File: config.mk
export PLATFORM = sky130hd
export DESIGN_NAME = tcc_capture_timer
export DESIGN_NICKNAME = d
export VERILOG_FILES = /design/src/inc/tcc_pkg.sv /design/src/rtl/tcc_capture_timer.sv
export VERILOG_INCLUDE_DIRS = /design/src /design/src/inc
export SDC_FILE = /design/constraint.sdc
export NUM_CORES = 1
export LEC_CHECK = 0
export BUFFER_PORTS_ARGS = -buffer_cell sky130_fd_sc_hd__buf_2
export CAP_MARGIN = 20
export CORE_UTILIZATION = 30
export DETAILED_ROUTE_END_ITERATION = 6
export GPL_TIMING_DRIVEN = 0
export HOLD_SLACK_MARGIN = 0.15
export PLACE_DENSITY_LB_ADDON = 0.08
export SETUP_SLACK_MARGIN = 0.15
export SYNTH_ARGS = -nofsm -noshare
export SYNTH_HDL_FRONTEND = slang
export SYNTH_SLANG_ARGS = --single-unit
File: constraint.sdc
create_clock -name ref_clk_i -period 2.7 [get_ports ref_clk_i]
set_input_delay 0.405 -clock ref_clk_i [delete_from_list [all_inputs] [get_ports ref_clk_i]]
set_output_delay 0.405 -clock ref_clk_i [all_outputs]
set_load 0.02 [all_outputs]
File: src/inc/tcc_consts.svh
// Purpose: Constants of the three-channel capture timer
// Assumes: Included by bare name from package and design
// Notes:   Definitions only
`ifndef TCC_CONSTS_SVH
`define TCC_CONSTS_SVH

// Register addresses
`define TCC_ADDR_MODE      16'hff65
`define TCC_ADDR_PRESCALE  16'hff66
`define TCC_ADDR_CAPDIV    16'hff67
`define TCC_ADDR_COUNT     16'hff10
`define TCC_ADDR_CAP0      16'hff12
`define TCC_ADDR_CAP1      16'hff14
`define TCC_ADDR_CAP2      16'hff16

// Reset values
`define TCC_RST_MODE       8'h00
`define TCC_RST_PRESCALE   8'h00
`define TCC_RST_CAPDIV     8'h00
`define TCC_RST_COUNT      16'h0000

// Field positions
`define TCC_BIT_POE        0
`define TCC_BIT_RUN        2
`define TCC_FLD_CLK_LO     0
`define TCC_FLD_EDGE_LO    2
`define TCC_FLD_CAPDIV_LO  0

// Masks of the writable bits
`define TCC_MASK_MODE      8'h05
`define TCC_MASK_CAPDIV    8'h03

// Prescaler terminal masks: divide by 4, 8, 32, 128
`define TCC_PRE_W          7
`define TCC_DIV4_MASK      7'h03
`define TCC_DIV8_MASK      7'h07
`define TCC_DIV32_MASK     7'h1f
`define TCC_DIV128_MASK    7'h7f

// Channel 2 capture divider masks: 1, 2, 4, 8
`define TCC_CDIV1_MASK     3'h0
`define TCC_CDIV2_MASK     3'h1
`define TCC_CDIV4_MASK     3'h3
`define TCC_CDIV8_MASK     3'h7

`endif

File: src/inc/tcc_pkg.sv
// Purpose: Types of the three-channel capture timer
// Assumes: Nothing beyond the constants header
// Notes:   Nothing is imported by users
`include "tcc_consts.svh"
package tcc_pkg;

   // CPU side register request, all fields sampled on one clock edge
   typedef struct packed {
      logic [15:0] addr;
      logic        wr;
      logic        rd;
      logic [15:0] wdata;
   } tcc_cpu_req_t;

   typedef enum logic [1:0] {
      TCC_EDGE_FALL = 2'h0,
      TCC_EDGE_RISE = 2'h1,
      TCC_EDGE_BAD  = 2'h2,
      TCC_EDGE_BOTH = 2'h3
   } tcc_edge_t;

endpackage

File: src/rtl/tcc_capture_timer.sv
// Purpose: 16-bit free-running counter with three input-capture channels
// Assumes: ref_clk_i 100 MHz is the main clock; capture pins are asynchronous
// Notes:   Read data answers one cycle after the read request
//
// Behaviour
// - Counter of 16 bits increments on each selected count clock while running.
// - A counter read holds off the count pulse so the value is coherent.
// - Counter is zero after reset and whenever the run bit is clear.
// - Run bit, bit 2 of mode register: 0 stops and clears, 1 counts.
// - Bit 0 of mode register enables the prescaler output.
// - Three channels capture simultaneously from the one counter.
// - A valid edge copies the counter to the channel register and raises its irq.
// - Edge code 00 falling, 01 rising, 11 both; 10 is forbidden.
// - Edge fields sit at bits 3:2, 5:4, 7:6 for channels 0, 1, 2.
// - Bits 1:0 of prescale register select main clock over 4, 8, 32, 128.
// - Inputs sampled at count clock; a level must be seen twice.
// - Bits 1:0 of divider register divide channel 2 captures by 1, 2, 4, 8.
// - A capture during a capture register read still captures and raises irq.
// - First count may lag the start by up to one count clock period.
// - Capture registers are not initialised by reset.
// - Capture registers are read-only, read as whole 16-bit words.
// - Rising or both edge with input high at start raises irq after the third count clock.
`timescale 1ns/1ps
`default_nettype none
`include "tcc_consts.svh"

module tcc_capture_timer (
   input  wire logic                 ref_clk_i,
   input  wire logic                 rst_b_i,
   input  wire tcc_pkg::tcc_cpu_req_t req_i,
   output logic [15:0]               rdata_o,
   input  wire logic [2:0]           capture_in_i,
   output logic [2:0]                capture_irq_o,
   output logic                      prescaler_out_pin_o
);

   ////////////////////////////////////////////////////////////////////////////
   // Functions

   function automatic logic [`TCC_PRE_W-1:0] div_mask(input logic [1:0] sel);
      logic [`TCC_PRE_W-1:0] m;
      m = `TCC_DIV4_MASK;
      unique case (sel)
         2'h0: m = `TCC_DIV4_MASK;
         2'h1: m = `TCC_DIV8_MASK;
         2'h2: m = `TCC_DIV32_MASK;
         2'h3: m = `TCC_DIV128_MASK;
      endcase
      return m;
   endfunction

   function automatic logic [2:0] cdiv_mask(input logic [1:0] sel);
      logic [2:0] m;
      m = `TCC_CDIV1_MASK;
      unique case (sel)
         2'h0: m = `TCC_CDIV1_MASK;
         2'h1: m = `TCC_CDIV2_MASK;
         2'h2: m = `TCC_CDIV4_MASK;
         2'h3: m = `TCC_CDIV8_MASK;
      endcase
      return m;
   endfunction

   function automatic logic edge_ok(input logic [1:0] sel, input logic new_lvl);
      logic ok;
      ok = 1'b0;
      unique case (tcc_pkg::tcc_edge_t'(sel))
         tcc_pkg::TCC_EDGE_FALL: ok = !new_lvl;
         tcc_pkg::TCC_EDGE_RISE: ok = new_lvl;
         tcc_pkg::TCC_EDGE_BAD:  ok = 1'b0;
         tcc_pkg::TCC_EDGE_BOTH: ok = 1'b1;
      endcase
      return ok;
   endfunction

   ////////////////////////////////////////////////////////////////////////////
   // Control registers

   logic [7:0]  timer_mode_ctl;
   logic [7:0]  prescale_edge_ctl;
   logic [7:0]  capture_divider_ctl;
   logic        run_bit;
   logic        prescaler_out_enable;
   logic [1:0]  count_clk_sel;
   logic [1:0]  capture_div_sel;
   logic [5:0]  edge_sel;
   logic        wr_mode;
   logic        wr_pre;
   logic        wr_cdiv;
   logic        rd_count;

   assign wr_mode  = req_i.wr && req_i.addr == `TCC_ADDR_MODE;
   assign wr_pre   = req_i.wr && req_i.addr == `TCC_ADDR_PRESCALE;
   assign wr_cdiv  = req_i.wr && req_i.addr == `TCC_ADDR_CAPDIV;
   assign rd_count = req_i.rd && req_i.addr == `TCC_ADDR_COUNT;

   // Unused bits are kept at zero whatever is written
   always_ff @(posedge ref_clk_i or negedge rst_b_i) begin
      if (!rst_b_i) begin
         timer_mode_ctl      <= `TCC_RST_MODE;
         prescale_edge_ctl   <= `TCC_RST_PRESCALE;
         capture_divider_ctl <= `TCC_RST_CAPDIV;
      end else begin
         if (wr_mode) begin
            timer_mode_ctl <= req_i.wdata[7:0] & `TCC_MASK_MODE;
         end
         if (wr_pre) begin
            prescale_edge_ctl <= req_i.wdata[7:0];
         end
         if (wr_cdiv) begin
            capture_divider_ctl <= req_i.wdata[7:0] & `TCC_MASK_CAPDIV;
         end
      end
   end

   assign run_bit              = timer_mode_ctl[`TCC_BIT_RUN];
   assign prescaler_out_enable = timer_mode_ctl[`TCC_BIT_POE];
   assign count_clk_sel        = prescale_edge_ctl[`TCC_FLD_CLK_LO +: 2];
   assign edge_sel             = prescale_edge_ctl[`TCC_FLD_EDGE_LO +: 6];
   assign capture_div_sel      = capture_divider_ctl[`TCC_FLD_CAPDIV_LO +: 2];

   ////////////////////////////////////////////////////////////////////////////
   // Prescaler and count clock

   logic [`TCC_PRE_W-1:0] pre_cnt;
   logic [`TCC_PRE_W-1:0] sel_mask;
   logic                  tick;

   // Free running, so a start falls anywhere in the count period
   always_ff @(posedge ref_clk_i or negedge rst_b_i) begin
      if (!rst_b_i) begin
         pre_cnt <= '0;
      end else begin
         pre_cnt <= pre_cnt + 1'b1;
      end
   end

   assign sel_mask = div_mask(count_clk_sel);
   assign tick     = (pre_cnt & sel_mask) == sel_mask;

   // Selected clock as a square wave: top bit of the masked field
   always_ff @(posedge ref_clk_i or negedge rst_b_i) begin
      if (!rst_b_i) begin
         prescaler_out_pin_o <= 1'b0;
      end else begin
         prescaler_out_pin_o <= prescaler_out_enable
                                && (pre_cnt & (sel_mask ^ (sel_mask >> 1))) != '0;
      end
   end

   ////////////////////////////////////////////////////////////////////////////
   // Free-running counter

   logic [15:0] free_run_counter;
   logic        tick_pend;
   logic        count_step;

   // A pulse that lands on a read is deferred one cycle
   assign count_step = (tick || tick_pend) && !rd_count;

   always_ff @(posedge ref_clk_i or negedge rst_b_i) begin
      if (!rst_b_i) begin
         tick_pend <= 1'b0;
      end else begin
         tick_pend <= run_bit && (tick || tick_pend) && rd_count;
      end
   end

   always_ff @(posedge ref_clk_i or negedge rst_b_i) begin
      if (!rst_b_i) begin
         free_run_counter <= `TCC_RST_COUNT;
      end else if (!run_bit) begin
         free_run_counter <= `TCC_RST_COUNT;
      end else if (count_step) begin
         free_run_counter <= free_run_counter + 16'h0001;
      end
   end

   ////////////////////////////////////////////////////////////////////////////
   // Input synchronisers, noise filter and edge detection

   logic [2:0] sync_a;
   logic [2:0] sync_b;
   logic [2:0] samp_new;
   logic [2:0] samp_old;
   logic [2:0] filt_lvl;
   logic [2:0] valid_edge;

   always_ff @(posedge ref_clk_i or negedge rst_b_i) begin
      if (!rst_b_i) begin
         sync_a <= '0;
         sync_b <= '0;
      end else begin
         sync_a <= capture_in_i;
         sync_b <= sync_a;
      end
   end

   // Filter levels start low while stopped, so a high input at start is a rise
   always_ff @(posedge ref_clk_i or negedge rst_b_i) begin
      if (!rst_b_i) begin
         samp_new <= '0;
         samp_old <= '0;
         filt_lvl <= '0;
      end else if (!run_bit) begin
         samp_new <= '0;
         samp_old <= '0;
         filt_lvl <= '0;
      end else if (tick) begin
         samp_new <= sync_b;
         samp_old <= samp_new;
         for (int i = 0; i < 3; i++) begin
            if (samp_new[i] == samp_old[i]) begin
               filt_lvl[i] <= samp_new[i];
            end
         end
      end
   end

   always_comb begin
      for (int i = 0; i < 3; i++) begin
         valid_edge[i] = run_bit && tick && samp_new[i] == samp_old[i]
                         && samp_new[i] != filt_lvl[i]
                         && edge_ok(edge_sel[2*i +: 2], samp_new[i]);
      end
   end

   ////////////////////////////////////////////////////////////////////////////
   // Channel 2 capture divider

   logic [2:0] cdiv_cnt;
   logic [2:0] cdiv_sel_mask;
   logic [2:0] cap_ev;

   assign cdiv_sel_mask = cdiv_mask(capture_div_sel);

   always_ff @(posedge ref_clk_i or negedge rst_b_i) begin
      if (!rst_b_i) begin
         cdiv_cnt <= '0;
      end else if (!run_bit) begin
         cdiv_cnt <= '0;
      end else if (valid_edge[2]) begin
         cdiv_cnt <= (cdiv_cnt == cdiv_sel_mask) ? 3'h0 : cdiv_cnt + 3'h1;
      end
   end

   assign cap_ev[1:0] = valid_edge[1:0];
   assign cap_ev[2]   = valid_edge[2] && cdiv_cnt == cdiv_sel_mask;

   ////////////////////////////////////////////////////////////////////////////
   // Capture registers and interrupt requests

   logic [15:0] cap_reg_ch0;
   logic [15:0] cap_reg_ch1;
   logic [15:0] cap_reg_ch2;

   // No reset: contents stay undefined until the first capture
   always_ff @(posedge ref_clk_i) begin
      if (cap_ev[0]) begin
         cap_reg_ch0 <= free_run_counter;
      end
      if (cap_ev[1]) begin
         cap_reg_ch1 <= free_run_counter;
      end
      if (cap_ev[2]) begin
         cap_reg_ch2 <= free_run_counter;
      end
   end

   always_ff @(posedge ref_clk_i or negedge rst_b_i) begin
      if (!rst_b_i) begin
         capture_irq_o <= '0;
      end else begin
         capture_irq_o <= cap_ev;
      end
   end

   ////////////////////////////////////////////////////////////////////////////
   // Read port

   logic [15:0] next_rdata;

   always_comb begin
      next_rdata = 16'h0000;
      if (req_i.rd) begin
         unique case (req_i.addr)
            `TCC_ADDR_MODE:     next_rdata = {8'h00, timer_mode_ctl};
            `TCC_ADDR_PRESCALE: next_rdata = {8'h00, prescale_edge_ctl};
            `TCC_ADDR_CAPDIV:   next_rdata = {8'h00, capture_divider_ctl};
            `TCC_ADDR_COUNT:    next_rdata = free_run_counter;
            `TCC_ADDR_CAP0:     next_rdata = cap_reg_ch0;
            `TCC_ADDR_CAP1:     next_rdata = cap_reg_ch1;
            `TCC_ADDR_CAP2:     next_rdata = cap_reg_ch2;
            default:            next_rdata = 16'h0000;
         endcase
      end
   end

   always_ff @(posedge ref_clk_i or negedge rst_b_i) begin
      if (!rst_b_i) begin
         rdata_o <= 16'h0000;
      end else begin
         rdata_o <= next_rdata;
      end
   end
endmodule

`default_nettype wire

==> impl_metrics.yaml <==
run_status:
  outcome: "complete, no violations"
global_route:
  grt_usage_pct: 15.15
  groute.layer.met1.usage_pct: 20.90
  grt.overflow.total: 0
  via_count_of_the_first_global_routing_pass: 3545
  global_route.usage.met3_pct: 3.829
  grt-busiest-layer: "met2"
  grt_use_met2_pct: 23.11
  global_route_wire_length_before_repair_um: 20220
  antenna_found_initial: 0
  grt_start_max_net_pins: 40
route:
  drt_iter0_markers: 213
  detail_route.wl_per_cell_um: 17.91
  drc: 0
  drtPass1Iterations: 6
  routed_via_density: 5.020
  final_antenna_net_count: 0
  totalWireLength_um: 12740
  route.vias.total: 3569
clocking:
  cts.clk_slew.worst_paths_ns: 0.06
  clock_path_buffers: 2
  h-tree-depth: 4
  clkLatencyLatePin_ns: 0.41
  cts_sink_cnt: 122
  clock_tree_from_tritoncts: "built"
  cts_made_buffers: 17
  cts.root.buffer_cell: "clkbuf_16"
synthesis:
  syn_area_um2: 5309
  synth.top_cells.by_area: "dfrtp_1 (35%), edfxtp_1 (27%), mux2_2 (5.9%), mux4_2 (4.2%), nand2_1 (2.3%)"
  synth_edf_count: 48
  postSynthAreaPerCell_um2: 13.47
  sequential_area_share_after_synthesis_pct: 62.03
  yosys.cell_types.count: 57
  yosys_most_used_dff: "dfrtp_1"
  cell_type_with_the_highest_aggregate_area_in_the_netlist: "dfrtp_1"
  synth_top_area_share_pct: 34.88
  synthesis.yosys.warnings: 0
  number_of_storage_elements_in_the_synthesis_netlist: 122
  synth.net_count: 436
  async_reset_ff_share_pct: 60.66
  post_synth_inst_count: 394
timing:
  final-max-slew-violation-count: 0
  timing.clock.skew_ns: 0.01030
  finalSetupTns_ns: 0
  max_slew.worst_pin.slew_ns: 0.9248
  timing.final.ws_setup_ns: 0.2866
  layout_worst_path_cycle_share_pct: 89.39
  finalWorstPathRequiredPeriod_ns: 2.413
  setup_violations: 0
  grt_setup_unrepaired: "false"
  max-slew-margin-rel_pct: 37.77
  finalHoldViolCount: 0
  timing.hold.ws_ns: 0.2280
  fmax_mhz: 414.4
power_and_ir_drop:
  power_mw: 4.455
  powerDensity_nw_per_um2: 669.1
  vdd_ir_max_mv: 0.4758
  power.static_leakage_nw: 2.728
place:
  detailedPlacementHpwl_um: 8849
  dp_worst_setup_slack_ns: -0.05938
  place.port_buffers: 48
  place_area_um2: 5921
  gpl.final_weighted_congestion: 0.7110
floorplan:
  area_of_the_die_um2: 18230
  design.portCount: 59
  chipHeight_um: 135.0
  die_x_um: 135.0
  placeableCoreArea_um2: 17300
  effective_utilization_at_floorplan_pct: 30.69
  fp-row-count: 48
setup_path:
  critical_path.cell_chain: "ha_1 > inv_1 > a31oi_4 > and2_0 > clkbuf_1 > nand2_1 > a21oi_4 > buf_8"
  crit_buf_inv: 3
  setup.worst_path.end_class: "register"
  timing.rr.start: "pre_cnt[0]$_DFF_PN0_"
  arrival_ns: 2.53
  timing.critical_path.slowest_cell_delay_ns: 0.39
  startpoint_type: "register"
  cp_slowest_cell: "dfrtp_1"
  timing_worst_setup_path_type: "register to register"
  required_time_of_the_critical_path_ns: 2.82
  critical_path.top_delay_family: "buffers and inverters"
  timing.critical_path.from: "pre_cnt[0]$_DFF_PN0_"
  crit_path_max_fanout: 12
hold_path:
  worst_hold_startpoint: "req_i[7]"
  holdCritPathClass: "input port to register"
layout:
  syn2layout_area_growth_pct: 25.43
  multiInputGateArea_um2: 1952
  layout-drive-gt1-share_pct: 30.45
  filler_cell_count: 1675
  fin_nets: 515
  insertedDiodeCount: 0
  layout.area.seq_um2: 3293
  postLayoutCellArea_um2: 6659
job:
  maxCapViolations: 0
## worst reg2reg max path, stage by stage, from the launching register on
cell	delay, ns
dfrtp_1	0.39
ha_1	0.23
inv_1	0.09
a31oi_4	0.30
and2_0	0.17
clkbuf_1	0.29
nand2_1	0.21
a21oi_4	0.24
buf_8	0.19
## Yosys cell counts (2+ instances only)
library cell   n
edfxtp_1      48
nor2_1        19
xnor2_1        6
mux2_2        28
ha_1           3
buf_6          2
and3_1        10
clkbuf_1      13
and2_1         2
mux4_2        10
nand3_1       14
nor4_1         4
o21ai_0        4
a222oi_1       7
o31ai_1       12
nand2_1       33
nand4b_1       5
a31o_2         3
nor3_1         4
or3b_2         2
a21oi_2        8
or4_1         10
inv_1          5
nand2b_1       4
nand4_1        7
dfrtp_1       74
nand4bb_1      2
mux2i_1        3
nand3b_1       3
buf_2          3
xor2_1         2
o21ai_1        3
a21oi_1       17
## cell families after synthesis
group	share of synthesized area (%)
and+or+nand+nor	13.95
DFF	62.03
AOI/OAI and AO/OA	9.192
xor gates and xnor gates	1.320
muxes	10.75
buffers and inverters	2.050
adders and majority gates	0.7071
## where the power goes
group / total (mW) / switching (mW) / internal [mW]
Sequential: 1.92 / 0.00110 / 1.92
Combinational: 0.0948 / 0.0570 / 0.0378
Clock: 2.44 / 0.809 / 1.63
## layout by cell type, fill, tap and decap left out, types with 5 or more instances in the layout
| master | n |
|---|---|
| mux4_2 | 10 |
| dfrtp_1 | 74 |
| clkbuf_1 | 15 |
| and3_1 | 10 |
| nand3_1 | 14 |
| a21oi_1 | 15 |
| buf_4 | 5 |
| nor2_1 | 18 |
| xnor2_1 | 6 |
| nand4_1 | 7 |
| bufinv_16 | 5 |
| a222oi_1 | 7 |
| buf_2 | 50 |
| edfxtp_1 | 48 |
| nand4b_1 | 5 |
| or4_1 | 10 |
| a21oi_2 | 8 |
| o31ai_1 | 12 |
| inv_1 | 5 |
| nand2_1 | 33 |
| mux2_2 | 28 |
| clkbuf_16 | 17 |
## layout make-up
| cell class | count | share of cell area, % |
|---|---|---|
| buffer | 19 | 1.353 |
| clock buffer | 19 | 6.501 |
| clock inverter | 13 | 3.006 |
| inverter | 5 | 0.2818 |
| multi-input combinational | 248 | 29.31 |
| sequential | 122 | 49.46 |
| tap | 225 | 4.228 |
| timing repair buffer | 60 | 5.862 |
## sequential cells by signal, summed over array words and instances, names as in the netlist
| name | cells |
|---|---|
| timer_mode_ctl | 2 |
| rdata_o | 16 |
| samp_new | 3 |
| capture_divider_ctl | 2 |
| cap_reg_ch2 | 16 |
| sync_a | 3 |
| cap_reg_ch0 | 16 |
| pre_cnt | 7 |
| filt_lvl | 3 |
| prescale_edge_ctl | 8 |
| cdiv_cnt | 3 |
| samp_old | 3 |
| sync_b | 3 |
| cap_reg_ch1 | 16 |
| tick_pend | 1 |
| prescaler_out_pin_o | 1 |
| capture_irq_o | 3 |
| free_run_counter | 16 |
## layer usage
metal	routed length, um	share of wire [%]
met1	6133	48
met3	615	4.8
met2	5872	46
met4	115	0.90
met5	0	0
## timing repair
item | 4_1_cts | 5_1_grt
hold buffers | 4 | 0
hold endpoints to repair | 38 | 0
gates resized for setup | 4 | 0
cloned | 0 | 0
setup buffers | 2 | 2
endpoints found under the setup margin | 30 | 11
## worst paths after layout
path,to,slack [ns],depth (start not counted)
max,cap_reg_ch1[15]$_DFFE_PP_,0.29,8
min,prescale_edge_ctl[7]$_DFFE_PN0P_,0.23,2
max reg2reg,cap_reg_ch1[15]$_DFFE_PP_,0.29,8
min reg2reg,sync_b[2]$_DFF_PN0_,0.35,0
max in group asynchronous,samp_old[2]$_DFFE_PN0P_,1.59,3
min in group asynchronous,rdata_o[8]$_DFF_PN0_,0.50,2
## metrics by stage
step           cells  utilization (%)
2_1_floorplan    394                -
3_3_place_gp     667            33.71
3_5_place_dp     671            34.23
4_1_cts          709            38.41
5_1_grt          711            38.50
6_report         711            38.50
Note: power is estimated with default switching activity, not from simulation.
